### config.mk
export PLATFORM = sky130hd
export DESIGN_NAME = cdr_msg_buffers
export DESIGN_NICKNAME = d
export VERILOG_FILES = /design/src/hdl/cdr_msg_buffers.v
export VERILOG_INCLUDE_DIRS = /design/src /design/src/hdl
export SDC_FILE = /design/constraint.sdc
export NUM_CORES = 1
export LEC_CHECK = 0
export BUFFER_PORTS_ARGS = -buffer_cell sky130_fd_sc_hd__buf_2
export CORE_ASPECT_RATIO = 1.5
export CORE_MARGIN = 2
export CORE_UTILIZATION = 45
export CTS_CLUSTER_SIZE = 10
export DETAILED_ROUTE_END_ITERATION = 8
export GPL_TIMING_DRIVEN = 0
export PLACE_DENSITY_LB_ADDON = 0.15
export SLEW_MARGIN = 20
export SYNTH_ARGS = -nofsm -noshare
export SYNTH_HDL_FRONTEND = slang
export SYNTH_SLANG_ARGS = --single-unit
### constraint.sdc
create_clock -name sys_clk -period 16.8 [get_ports sys_clk]
set_input_delay 1.68 -clock sys_clk [delete_from_list [all_inputs] [get_ports sys_clk]]
set_output_delay 1.68 -clock sys_clk [all_outputs]
set_load 0.02 [all_outputs]
### src/hdl/cdr_defines.vh
`ifndef CDR_DEFINES_VH
`define CDR_DEFINES_VH

// ----------------------------------------
// Register map
// ----------------------------------------
`define CDR_SEL_ADDR   8'h00
`define CDR_MODE_ADDR  8'h01
`define CDR_BUF_BASE   8'h10
`define CDR_NUM_BUF    3'h6
`define CDR_OFS_CON    3'h0
`define CDR_OFS_SIDH   3'h1
`define CDR_OFS_SIDL   3'h2
`define CDR_OFS_EIDH   3'h3
`define CDR_OFS_EIDL   3'h4

// ----------------------------------------
// Fields and reset values
// ----------------------------------------
`define CDR_MODE_LEGACY  2'h0
`define CDR_SEL_RESET    8'h00
`define CDR_MODE_RESET   2'h0
`define CDR_BIT_FLAG7    7
`define CDR_BIT_ACCALL   6
`define CDR_BIT_TX_REQUEST_BIT    3
`define CDR_BIT_AUTO_REMOTE_REPLY_ENABLE    2
`define CDR_SEL_LSB      2
`define CDR_SIDL_TX_MASK 8'heb
`define CDR_SIDL_EXT     3

`endif

### src/hdl/cdr_msg_buffers.v
`timescale 1ns/100ps
`include "cdr_defines.vh"

// ----------------------------------------
// Register map and handshakes
// ----------------------------------------
// 0x00  direction select, bits 7:2
//       Buffer 5 down to buffer 0
//       1 transmit, 0 receive
//       Bits 1:0 read zero
// 0x01  operating mode, bits 1:0
//       0 legacy: buffers idle, read zero
//       1 to 3: buffers active
// 0x10 + 8n  buffer n control
// 0x11 + 8n  identifier high byte
// 0x12 + 8n  identifier low byte
// 0x13 + 8n  extended byte, bits 15:8
// 0x14 + 8n  extended byte, bits 7:0
// Offsets 5 to 7 of a buffer read zero

// Receive control byte
//   Bit 7    full, set by a stored frame
//   Bit 6    accept everything
//   Bit 5    stored frame was a remote request
//   Bits 4:0 index of the admitting filter

// Transmit control byte
//   Bit 7    done, set by a good frame
//   Bit 6    aborted
//   Bit 5    arbitration lost
//   Bit 4    bus error
//   Bit 3    request; writing 0 aborts
//   Bit 2    auto reply to remote requests
//   Bits 1:0 sending order, 3 highest

// Receive low identifier byte
//   Bits 7:5 standard 2:0 or extended 20:18
//   Bit 4    substitute remote bit, extended only
//   Bit 3    extended frame
//   Bit 2    zero
//   Bits 1:0 extended 17:16
// Transmit low identifier byte
//   Same, with bits 4 and 2 held at zero

// Receive side
//   One frame per rx_frame pulse
//   Lowest free accepting receive buffer wins
//   Frame dropped when none is free
//   Hazard: a full buffer is never
//   overwritten, so software that is
//   slow to clear it loses frames

// Transmit side
//   Offer registered one cycle after
//   a request; engine takes it with
//   tx_start while tx_pending_q is high
//   Offer frozen until an end pulse
//   Arbitration loss and bus error
//   keep the request for a retry
//   Abort on the bus waits for
//   tx_abort_ack; idle abort is at once
//   Limitation: tx_start while no
//   offer stands is ignored

module cdr_msg_buffers (
   input  wire        sys_clk,
   input  wire        reset,
   input  wire [7:0]  reg_addr,
   input  wire [7:0]  reg_wdata,
   input  wire        reg_wr,
   input  wire        reg_rd,
   output reg  [7:0]  reg_rdata_q,
   input  wire        rx_frame,
   input  wire        rx_valid,
   input  wire        rx_filter_pass,
   input  wire [4:0]  rx_filter_idx,
   input  wire [28:0] rx_ident,
   input  wire        rx_ext,
   input  wire        rx_rtr,
   input  wire        rx_srr,
   output reg         tx_pending_q,
   output reg  [2:0]  tx_buf_q,
   output reg  [28:0] tx_ident_q,
   output reg         tx_ext_q,
   output reg         tx_abort_q,
   input  wire        tx_start,
   input  wire        tx_ok,
   input  wire        tx_arb_lost,
   input  wire        tx_bus_err,
   input  wire        tx_abort_ack
);

   // ----------------------------------------
   // State
   // ----------------------------------------
   reg  [5:0] dir_q;
   reg  [1:0] mode_q;
   reg  [5:0] flag7_q;
   reg  [5:0] accall_q;
   reg  [5:0] rtr_ro_q;
   reg  [5:0] abt_q;
   reg  [5:0] larb_q;
   reg  [5:0] err_q;
   reg  [5:0] req_q;
   reg  [5:0] auto_remote_reply_enable_q;
   reg  [5:0] abreq_q;
   reg  [4:0] filhit_q [0:5];
   reg  [1:0] pri_q    [0:5];
   reg  [7:0] sidh_q   [0:5];
   reg  [7:0] sidl_q   [0:5];
   reg  [7:0] eidh_q   [0:5];
   reg  [7:0] eidl_q   [0:5];
   reg        busy_q;
   reg  [2:0] cur_q;

   // ----------------------------------------
   // Address decode
   // ----------------------------------------
   wire       active   = (mode_q != `CDR_MODE_LEGACY);
   wire [7:0] boff     = reg_addr - `CDR_BUF_BASE;
   wire [2:0] bidx     = boff[5:3];
   wire [2:0] breg     = boff[2:0];
   wire       in_buf   = (reg_addr >= `CDR_BUF_BASE) && (boff[7:6] == 2'h0) &&
                         (bidx < `CDR_NUM_BUF) && (breg <= `CDR_OFS_EIDL);
   wire       buf_wr   = reg_wr && in_buf && active;

   // Identifier of a buffer as it goes on the bus
   function [28:0] buf_ident;
      input [7:0] sh;
      input [7:0] sl;
      input [7:0] eh;
      input [7:0] el;
      begin
         if (sl[`CDR_SIDL_EXT]) begin
            buf_ident = {sh, sl[7:5], sl[1:0], eh, el};
         end else begin
            buf_ident = {18'h00000, sh, sl[7:5]};
         end
      end
   endfunction

   // ----------------------------------------
   // Receive routing, auto reply and transmit arbitration
   // ----------------------------------------
   reg  [5:0]  rx_pick;
   reg  [5:0]  rtr_hit;
   reg  [5:0]  lock;
   reg         rx_taken;
   reg         any_pend;
   reg  [2:0]  best;
   reg  [1:0]  best_pri;
   reg  [28:0] rx_id_norm;
   integer     k;

   // Lowest free receive buffer that accepts the frame (accept everything or filter pass) takes it; full ones are skipped
   always @* begin
      rx_pick    = 6'h00;
      rtr_hit    = 6'h00;
      lock       = 6'h00;
      rx_taken   = 1'b0;
      any_pend   = 1'b0;
      best       = 3'h0;
      best_pri   = 2'h0;
      rx_id_norm = rx_ext ? rx_ident : {18'h00000, rx_ident[10:0]};
      for (k = 0; k < 6; k = k + 1) begin
         lock[k] = req_q[k] | (busy_q && (cur_q == k[2:0]));
         if (active && rx_frame && !dir_q[k] && !flag7_q[k] && !rx_taken &&
             (accall_q[k] || (rx_valid && rx_filter_pass))) begin
            rx_pick[k] = 1'b1;
            rx_taken   = 1'b1;
         end
         if (active && rx_frame && rx_valid && rx_rtr && dir_q[k] && auto_remote_reply_enable_q[k] &&
             !lock[k] && (sidl_q[k][`CDR_SIDL_EXT] == rx_ext) &&
             (buf_ident(sidh_q[k], sidl_q[k], eidh_q[k], eidl_q[k]) == rx_id_norm)) begin
            rtr_hit[k] = 1'b1;
         end
         // Later index wins a tie, so order is fixed and repeatable
         if (active && dir_q[k] && req_q[k] && !abreq_q[k] &&
             (!any_pend || (pri_q[k] >= best_pri))) begin
            any_pend = 1'b1;
            best     = k[2:0];
            best_pri = pri_q[k];
         end
      end
   end

   // ----------------------------------------
   // Global registers and transmit hand-off
   // ----------------------------------------
   // Direction is not frozen: software must keep a buffer on the bus in transmit
   always @(posedge sys_clk or posedge reset) begin
      if (reset) begin
         dir_q        <= 6'h00;
         mode_q       <= `CDR_MODE_RESET;
         busy_q       <= 1'b0;
         cur_q        <= 3'h0;
         tx_pending_q <= 1'b0;
         tx_buf_q     <= 3'h0;
         tx_ident_q   <= 29'h00000000;
         tx_ext_q     <= 1'b0;
         tx_abort_q   <= 1'b0;
      end else begin
         if (reg_wr && (reg_addr == `CDR_SEL_ADDR)) begin
            dir_q <= reg_wdata[7:`CDR_SEL_LSB];
         end
         if (reg_wr && (reg_addr == `CDR_MODE_ADDR)) begin
            mode_q <= reg_wdata[1:0];
         end
         if (busy_q) begin
            tx_abort_q <= abreq_q[cur_q];
            if (tx_ok || tx_arb_lost || tx_bus_err || tx_abort_ack) begin
               busy_q       <= 1'b0;
               tx_abort_q   <= 1'b0;
               tx_pending_q <= 1'b0;
            end
         end else if (tx_start && tx_pending_q) begin
            busy_q <= 1'b1;
            cur_q  <= tx_buf_q;
         end else begin
            tx_pending_q <= any_pend;
            tx_buf_q     <= best;
            tx_ident_q   <= buf_ident(sidh_q[best], sidl_q[best],
                                      eidh_q[best], eidl_q[best]);
            tx_ext_q     <= sidl_q[best][`CDR_SIDL_EXT];
         end
      end
   end

   // ----------------------------------------
   // Per-buffer registers
   // ----------------------------------------
   // Software writes first, hardware events after, so a hardware event always beats a software write
   integer i;
   always @(posedge sys_clk or posedge reset) begin
      if (reset) begin
         flag7_q  <= 6'h00;
         accall_q <= 6'h00;
         rtr_ro_q <= 6'h00;
         abt_q    <= 6'h00;
         larb_q   <= 6'h00;
         err_q    <= 6'h00;
         req_q    <= 6'h00;
         auto_remote_reply_enable_q  <= 6'h00;
         abreq_q  <= 6'h00;
         for (i = 0; i < 6; i = i + 1) begin
            filhit_q[i] <= 5'h00;
            pri_q[i]    <= 2'h0;
            sidh_q[i]   <= 8'h00;
            sidl_q[i]   <= 8'h00;
            eidh_q[i]   <= 8'h00;
            eidl_q[i]   <= 8'h00;
         end
      end else begin
         for (i = 0; i < 6; i = i + 1) begin
            // Software side
            if (buf_wr && (bidx == i[2:0])) begin
               if (!dir_q[i]) begin
                  if (breg == `CDR_OFS_CON) begin
                     flag7_q[i]  <= reg_wdata[`CDR_BIT_FLAG7];
                     accall_q[i] <= reg_wdata[`CDR_BIT_ACCALL];
                  end
               end else if (!lock[i]) begin
                  case (breg)
                     `CDR_OFS_CON: begin
                        pri_q[i]   <= reg_wdata[1:0];
                        auto_remote_reply_enable_q[i] <= reg_wdata[`CDR_BIT_AUTO_REMOTE_REPLY_ENABLE];
                        req_q[i]   <= reg_wdata[`CDR_BIT_TX_REQUEST_BIT];
                        flag7_q[i] <= reg_wdata[`CDR_BIT_FLAG7];
                        if (reg_wdata[`CDR_BIT_TX_REQUEST_BIT]) begin
                           flag7_q[i] <= 1'b0;
                           abt_q[i]   <= 1'b0;
                           larb_q[i]  <= 1'b0;
                           err_q[i]   <= 1'b0;
                        end
                     end
                     `CDR_OFS_SIDH: sidh_q[i] <= reg_wdata;
                     `CDR_OFS_SIDL: sidl_q[i] <= reg_wdata & `CDR_SIDL_TX_MASK;
                     `CDR_OFS_EIDH: eidh_q[i] <= reg_wdata;
                     `CDR_OFS_EIDL: eidl_q[i] <= reg_wdata;
                     default: ;
                  endcase
               end else if ((breg == `CDR_OFS_CON) && req_q[i] &&
                            !reg_wdata[`CDR_BIT_TX_REQUEST_BIT]) begin
                  // Idle buffer aborts at once; one on the bus waits for the engine
                  if (busy_q && (cur_q == i[2:0])) begin
                     abreq_q[i] <= 1'b1;
                  end else begin
                     req_q[i] <= 1'b0;
                     abt_q[i] <= 1'b1;
                  end
               end
            end
            // Receive store
            if (rx_pick[i]) begin
               flag7_q[i]  <= 1'b1;
               rtr_ro_q[i] <= rx_rtr;
               filhit_q[i] <= rx_filter_idx;
               sidh_q[i]   <= rx_ext ? rx_ident[28:21] : rx_ident[10:3];
               sidl_q[i]   <= {(rx_ext ? rx_ident[20:18] : rx_ident[2:0]),
                               rx_ext & rx_srr, rx_ext, 1'b0,
                               (rx_ext ? rx_ident[17:16] : 2'h0)};
               eidh_q[i]   <= rx_ext ? rx_ident[15:8] : 8'h00;
               eidl_q[i]   <= rx_ext ? rx_ident[7:0] : 8'h00;
            end
            // Auto reply to a remote request
            if (rtr_hit[i]) begin
               req_q[i]   <= 1'b1;
               flag7_q[i] <= 1'b0;
               abt_q[i]   <= 1'b0;
               larb_q[i]  <= 1'b0;
               err_q[i]   <= 1'b0;
            end
            // Outcome of the frame on the bus
            if (busy_q && (cur_q == i[2:0])) begin
               if (tx_ok) begin
                  req_q[i]   <= 1'b0;
                  flag7_q[i] <= 1'b1;
                  abreq_q[i] <= 1'b0;
               end else if (tx_abort_ack) begin
                  req_q[i]   <= 1'b0;
                  abt_q[i]   <= 1'b1;
                  abreq_q[i] <= 1'b0;
               end else begin
                  if (tx_arb_lost) begin
                     larb_q[i] <= 1'b1;
                  end
                  if (tx_bus_err) begin
                     err_q[i] <= 1'b1;
                  end
               end
            end
         end
      end
   end

   // ----------------------------------------
   // Read data, one cycle after the strobe
   // ----------------------------------------
   // Buffer registers read zero in legacy mode, unmapped addresses read zero
   always @(posedge sys_clk or posedge reset) begin
      if (reset) begin
         reg_rdata_q <= 8'h00;
      end else if (reg_rd) begin
         reg_rdata_q <= 8'h00;
         if (reg_addr == `CDR_SEL_ADDR) begin
            reg_rdata_q <= {dir_q, 2'h0};
         end else if (reg_addr == `CDR_MODE_ADDR) begin
            reg_rdata_q <= {6'h00, mode_q};
         end else if (in_buf && active) begin
            case (breg)
               `CDR_OFS_CON: begin
                  if (dir_q[bidx]) begin
                     reg_rdata_q <= {flag7_q[bidx], abt_q[bidx], larb_q[bidx], err_q[bidx],
                                     req_q[bidx], auto_remote_reply_enable_q[bidx], pri_q[bidx]};
                  end else begin
                     reg_rdata_q <= {flag7_q[bidx], accall_q[bidx], rtr_ro_q[bidx],
                                     filhit_q[bidx]};
                  end
               end
               `CDR_OFS_SIDH: reg_rdata_q <= sidh_q[bidx];
               `CDR_OFS_SIDL: reg_rdata_q <= dir_q[bidx] ?
                                             (sidl_q[bidx] & `CDR_SIDL_TX_MASK) :
                                             sidl_q[bidx];
               `CDR_OFS_EIDH: reg_rdata_q <= eidh_q[bidx];
               `CDR_OFS_EIDL: reg_rdata_q <= eidl_q[bidx];
               default:       reg_rdata_q <= 8'h00;
            endcase
         end
      end
   end

endmodule

== Word-level counts from Yosys, hierarchy flattened ==
Cells that the tools add are included.
Word-level totals
  flip-flop bits (word level): 343
  input bits: 65
  output and inout bits: 43
  logic and storage cells: 941
Operators by class
  $add $sub $neg: 1
  magnitude comparators: 12
  equal/unequal tests: 35
  mux-type cells: 557
  bitwise gates (word level): 23
  reductions and logical operators: 243
Operator list (number)
  $mux W8: 122
  $mux W1: 389
  $mux W29: 8
  $bmux W8 S3: 8
  $eq A29 B29 Y1: 6
  $reduce_and A4 Y1: 30
  $logic_and A1 B1 Y1: 113
  $reduce_bool A2 Y1: 37
  $pmux W8 S5: 1
  $logic_not A1 Y1: 35
  $bmux W1 S3: 10
  $eq A3 B2 Y1 const B: 6
  $reduce_and A3 Y1: 6
  $mux W2: 8
  $bmux W5 S3: 1
  $eq A3 B3 Y1 const B: 5
  $mux W3: 5
  $mux W5: 3
  $logic_or A1 B1 Y1: 14
  $ne A2 B2 Y1 const B: 7
  $not A1 Y1: 14
  $ge A2 B2 Y1: 5
  $eq A3 B1 Y1 const B: 3
  $logic_not A3 Y1: 3
  other kinds (17): 32

== Longest topological paths before layout ==
  depth after elaboration: 30
  depth in mapped cells: 38
  mapped depth without buffers: 33

== Worst setup path before layout ==
OpenSTA, ideal clock, no wires.
  path kind: flip-flop to flip-flop
  start: register mode_q[1]
  end: register tx_ident_q[3]
  library setup time: 0.120 ns
  arrival: 7.858 ns
  data required time: 16.680 ns
  setup slack: 8.822 ns
  cell stages (with the launch flop): 37
  buffers on the path: 4
  clock period less this slack: 7.978 ns
  cell sequence: dfrtp_1 > or2_1 > buf_2 > and3_1 > ha_1 > nand2b_1 > a211oi_1 > nor3_1 > mux2_2 > ha_1 > nand2b_1 > a21oi_1 > a21oi_1 > mux2_2 > ha_1 > nand2b_1 > a21oi_1 > a21oi_1 > mux2_2 > ha_1 > nand2b_1 > a211o_1 > o21a_1 > clkbuf_1 > nor2_1 > a21oi_1 > ha_1 > nand2b_1 > a21oi_2 > o41ai_4 > and2_1 > buf_2 > a22o_1 > a211o_1 > buf_6 > or4b_1 > a31o_1
On the way
  longest elaborated chain between the ends: 30
  elaborated cells on any way between the ends: 65
  those cells by class: order compare (5); mux (25); bitwise (1); reduce/logical (34)
RTL lines
  start, declared: RTL line cdr_msg_buffers.v:97  | reg [1:0] mode_q;
  start signal, assigned: RTL line cdr_msg_buffers.v:194  | mode_q <= `CDR_MODE_RESET;
  start signal, assigned: RTL line cdr_msg_buffers.v:207  | mode_q <= reg_wdata[1:0];
  $reduce_bool A2 Y1 (no line) (*)
  $logic_and A1 B1 Y1 (3 in series): RTL line cdr_msg_buffers.v:178  | if (active && dir_q[k] && req_q[k] && !abreq_q[k] &&
  $mux W2 or $mux W1 (tied branches): RTL line cdr_msg_buffers.v:178
  $ge A2 B2 Y1 or $logic_not A1 Y1 (tied branches): RTL line cdr_msg_buffers.v:179  | (!any_pend || (pri_q[k] >= best_pri))) begin
  $logic_or A1 B1 Y1: RTL line cdr_msg_buffers.v:179
  $logic_and A1 B1 Y1: RTL line cdr_msg_buffers.v:178
  $mux W2 or $mux W1 (tied branches): RTL line cdr_msg_buffers.v:178
  $ge A2 B2 Y1 or $logic_not A1 Y1 (tied branches): RTL line cdr_msg_buffers.v:179
  [... 11 more ...]
  $ge A2 B2 Y1 or $logic_not A1 Y1 (tied branches): RTL line cdr_msg_buffers.v:179
  $logic_or A1 B1 Y1: RTL line cdr_msg_buffers.v:179
  $logic_and A1 B1 Y1: RTL line cdr_msg_buffers.v:178
  $mux W3 (*): RTL line cdr_msg_buffers.v:178
  $not A3 Y4 (not written as such) (*): RTL line cdr_msg_buffers.v:222, cdr_msg_buffers.v:223
  $bmux W8 S3 (on tied branches): RTL line cdr_msg_buffers.v:222, cdr_msg_buffers.v:223
  $mux W8 (on tied branches) (2 in series)
  $mux W29 (*): RTL line cdr_msg_buffers.v:134  | if (sl[`CDR_SIDL_EXT]) begin
  end signal, assigned: RTL line cdr_msg_buffers.v:222  | tx_ident_q <= buf_ident(sidh_q[best], sidl_q[best],
  end, declared: RTL line cdr_msg_buffers.v:83  | output reg [28:0] tx_ident_q,
Every way passes the cells marked *; elsewhere a longest branch is shown, timed or not. The select of a mux whose other input is x is not followed.
A chain may end at the register's enable or synchronous reset.

== Final worst setup path ==
  start: register dir_q[0]
  end: register tx_ident_q[3]
On the way
  longest elaborated chain between the ends: 29
  elaborated cells on any way between the ends: 49
  those cells by class: order compare (5); mux (25); bitwise (1); reduce/logical (18)
RTL lines
  start, declared: RTL line cdr_msg_buffers.v:96  | reg [5:0] dir_q;
  start signal, assigned: RTL line cdr_msg_buffers.v:204  | dir_q <= reg_wdata[7:`CDR_SEL_LSB];
  $logic_and A1 B1 Y1 (*) (3 in series): RTL line cdr_msg_buffers.v:178
  $mux W2 or $mux W1 (tied branches): RTL line cdr_msg_buffers.v:178
  $ge A2 B2 Y1 or $logic_not A1 Y1 (tied branches): RTL line cdr_msg_buffers.v:179
  $logic_or A1 B1 Y1: RTL line cdr_msg_buffers.v:179
  $logic_and A1 B1 Y1: RTL line cdr_msg_buffers.v:178
  $mux W2 or $mux W1 (tied branches): RTL line cdr_msg_buffers.v:178
  $ge A2 B2 Y1 or $logic_not A1 Y1 (tied branches): RTL line cdr_msg_buffers.v:179
  $logic_or A1 B1 Y1: RTL line cdr_msg_buffers.v:179
  [... 10 more ...]
  $ge A2 B2 Y1 or $logic_not A1 Y1 (tied branches): RTL line cdr_msg_buffers.v:179
  $logic_or A1 B1 Y1: RTL line cdr_msg_buffers.v:179
  $logic_and A1 B1 Y1: RTL line cdr_msg_buffers.v:178
  $mux W3 (*): RTL line cdr_msg_buffers.v:178
  $not A3 Y4 (not written as such) (*): RTL line cdr_msg_buffers.v:222, cdr_msg_buffers.v:223
  $bmux W8 S3 (on tied branches): RTL line cdr_msg_buffers.v:222, cdr_msg_buffers.v:223
  $mux W8 (on tied branches) (2 in series)
  $mux W29 (*): RTL line cdr_msg_buffers.v:134
Marked as above.

==> reports/results.tsv <==
stage	metric	value	unit
sta	Setup Viol. Count Final	0	
pwr	static leakage	11.9	nW
layout	Final Instance Count excl. Fillers	3364	
worst_hold_path	worst hold path type	flip-flop to flip-flop	
pwr	Clock power frac	30.7	%
worst_setup_path	Worst setup EP type	flip-flop	
pwr	Psw	0.00113	W
sta	max frequency	97.9	MHz
pwr	peak supply drop	115	uV
logic_synthesis	mean post-synth cell area	9.15	sq um
floorplanning	total core area	0.0507	sq mm
pwr	Comb pwr share	24.5	%
logic_synthesis	Unique masters post-synth	87	
global_routing	first-pass GRT wire length	213000	microns
global_routing	vias in the first global route	25471	
floorplanning	Die Span Y	282	microns
floorplanning	Die Area	0.0533	sq mm
drt	WL final	154000	microns
logic_synthesis	Syn Inst Count	2531	
worst_setup_path	CP max stage delay	0.62	ns
sta	Worst Tran Pin Value	1.30	ns
clock_tree	H-tree depth	2	
layout	area grow syn2layout	11.7	%
logic_synthesis	Yosys top cell area share	36.4	%
clock_tree	CTS Hold Bufs	0	
layout	Final Core Density	51.1	%
logic_synthesis	syn_nets	2607	
global_routing	initial antenna violation count	24	
worst_setup_path	slowest library cell on the worst path	a21oi_1	
global_routing	largest net degree at the start of global routing	105	
clock_tree	clk sink count	337	
floorplanning	num rows	101	
logic_synthesis	Post-synth top cells	337 x dfrtp_1, 264 x nor2_1, 254 x mux2i_1	
drt	First DRT Iteration DRCs	4333	
sta	sum of negative setup slack	0	ns
logic_synthesis	Yosys reg bits	337	
clock_tree	clock buffer depth	3	
logic_synthesis	post-synthesis sequential area ratio	36.4	%
clock_tree	worst skew pair latency	0.60	ns
clock_tree	CTS tree	yes	
worst_setup_path	crit path kind	flip-flop to flip-flop	
global_routing	grt ovf	0	
floorplanning	Ports	108	
pwr	Power Dens Cells	106	mW/mm^2
pwr	Cell Int Power	0.00162	W
pwr	Seq pwr share	44.7	%
clock_tree	Post-CTS Setup Repair Bufs	0	
layout	share of post-route cells with drive strength above 1	14.2	%
logic_synthesis	synth warn	0	
flow_run	Max Cap Viol	0	
floorplanning	starting density of the core	45.7	%
drt	drt drc	0	
sta	period utilization	60.8	%
place	Final GP Congestion	1.18	
sta	endpoints failing hold	0	
clock_tree	CTS resizes	0	
sta	max-slew violations	0	
clock_tree	clock transition at the registers of the reported paths	0.06	ns
place	HPWL after DPL	114000	microns
logic_synthesis	largest cells by area after synthesis	dfrtp_1 36%, mux2i_1 11%, mux2_2 5.3%, mux4_2 4.9%, a21oi_1 4.8%	
place	placed cells	3297	
worst_setup_path	Worst Path Arrival	10.75	ns
worst_setup_path	required time of the critical path	17.33	ns
worst_setup_path	CP max FO	10	
sta	RSZ-0062 raised after global routing	no	
layout	number of fill cells in the layout	4671	
floorplanning	chip width	189	microns
worst_setup_path	CP Launch Type	flip-flop	
global_routing	gr usage total	58.3	%
place	I/O Buffers	86	
drt	Routed Antenna Nets	0	
logic_synthesis	number of synthesized flops with an enable pin	0	
drt	Avg Vias per Cell	7.73	
clock_tree	Clock Root Buffer	clkbuf_16	
drt	wire per inst	45.8	microns
layout	fin nets	2748	
drt	DRT Pass-1 Iters	9	
logic_synthesis	Post-synth ARST share	100	%
sta	Max-slew headroom	12.9	%
logic_synthesis	Primary FF master, synth	dfrtp_1	
outcome	outcome	completed	
sta	crit path time final	10.22	ns
pwr	Switching Share	41.1	%
logic_synthesis	post-synth top area cell	dfrtp_1	
logic_synthesis	most frequent cell after synthesis	dfrtp_1	
clock_tree	CTS buffer count	40	
drt	Via Count	26011	
sta	Final Skew	0.0205	ns
logic_synthesis	Post-Synthesis Cell Area	0.0232	sq mm
[sequential cells by signal, indices dropped and copies added, names as in the netlist, 8 cells and up]
name	flops
reg_rdata_q	8
sidl_q	42
filhit_q	30
eidl_q	48
eidh_q	48
sidh_q	48
tx_ident_q	29
pri_q	12
[per-layer routing]
layer,GRT usage [%],vias to the layer above,wire length (microns)
met3,31.7,1200,22100
met4,62.1,8,22300
met5,4.40,-,321
met1,58.3,12377,46900
met2,82.0,2766,62300
li1,-,9660,-
[kinds of logic (layout without fill, tap and decap cells)]
family | Yosys count | in the layout | synth area share, %
buf+inv | 267 | 415 | 4.53
mux | 414 | 414 | 21.2
other cells | 0 | 16 | 0
simple gates | 701 | 701 | 13.9
xor+xnor | 98 | 98 | 3.71
compound gates | 703 | 703 | 19.7
flops | 337 | 337 | 36.4
fa+ha+maj | 11 | 11 | 0.594
[cell usage in the layout, fill, tap and decap left out, types with 44 or more instances in the layout]
cell and instances:
mux2i_1 254, o21ai_0 145, dfrtp_1 337, nand2_1 212, mux2_2 110, nand3_1 53, a21oi_1 222, xnor2_1 54
mux4_2 50, inv_1 64, xor2_1 44, clkbuf_1 153, nor2_1 263, buf_2 111
[per-stage QoR]
| step | cell area [sq um] | hold slack, ns | total power, W | setup WS (ns) |
|---|---|---|---|---|
| after detailed placement | 24600 | 0.462 | 0.00181 | 7.08 |
| final | 25900 | 0.474 | 0.00275 | 6.58 |
| after global placement | 24400 | 0.459 | 0.00180 | 1.99 |
| after floorplan | 23200 | 0.445 | 0.00140 | 5.78 |
| after global routing | 25800 | 0.503 | 0.00275 | 6.34 |
| after CTS | 25800 | 0.474 | 0.00263 | 7.00 |
[power by group through the flow]
| stage | Sequential, W | Combinational [W] | Clock [W] |
|---|---|---|---|
| after global routing | 0.00119 | 0.000698 | 0.000859 |
| after global placement | 0.00119 | 0.000613 | 0 |
| final | 0.00123 | 0.000675 | 0.000845 |
| after floorplan | 0.00101 | 0.000388 | 0 |
| after detailed placement | 0.00119 | 0.000625 | 0 |
| after CTS | 0.00117 | 0.000629 | 0.000829 |
[path summary, 6_finish.rpt]
path                       cells past startpoint                  startpoint  slack, ns                         end
min in group asynchronous                      2                       reset       1.07      sidh_q[42]$_DFFE_PP0P_
hold reg to reg                                2  tx_ident_q[28]$_DFFE_PP0P_       0.47  tx_ident_q[28]$_DFFE_PP0P_
hold / removal                                 2  tx_ident_q[28]$_DFFE_PP0P_       0.47  tx_ident_q[28]$_DFFE_PP0P_
setup / recovery                              37        dir_q[0]$_DFFE_PP0P_       6.58   tx_ident_q[3]$_DFFE_PP0P_
max in group asynchronous                      3                       reset      14.81            busy_q$_DFF_PP0_
setup reg to reg                              37        dir_q[0]$_DFFE_PP0P_       6.58   tx_ident_q[3]$_DFFE_PP0P_
[final cells by class]
class                      count  area, sq um  share of cell area [%]
buffer                       200          816                    3.15
inverter                      67          259                    1.00
clock buffer                  45         1050                    4.06
sequential                   337         8430                    32.6
clock inverter                 4          106                   0.411
tap                          669          837                    3.24
multi-input combinational   1927        13700                    53.1
timing repair buffer          99          587                    2.27
antenna                       16         40.0                   0.155
[critical path, delay by kind of cell (launching register included)]
kind                       cells  cell delay, ns
muxes                          3            1.16
DFF                            1            0.43
adders and majority gates      5            1.34
and+or+nand+nor               11            1.69
buffers and inverters          4            1.62
AOI/OAI and AO/OA             14            3.89
(Power assumes the default switching activity.)
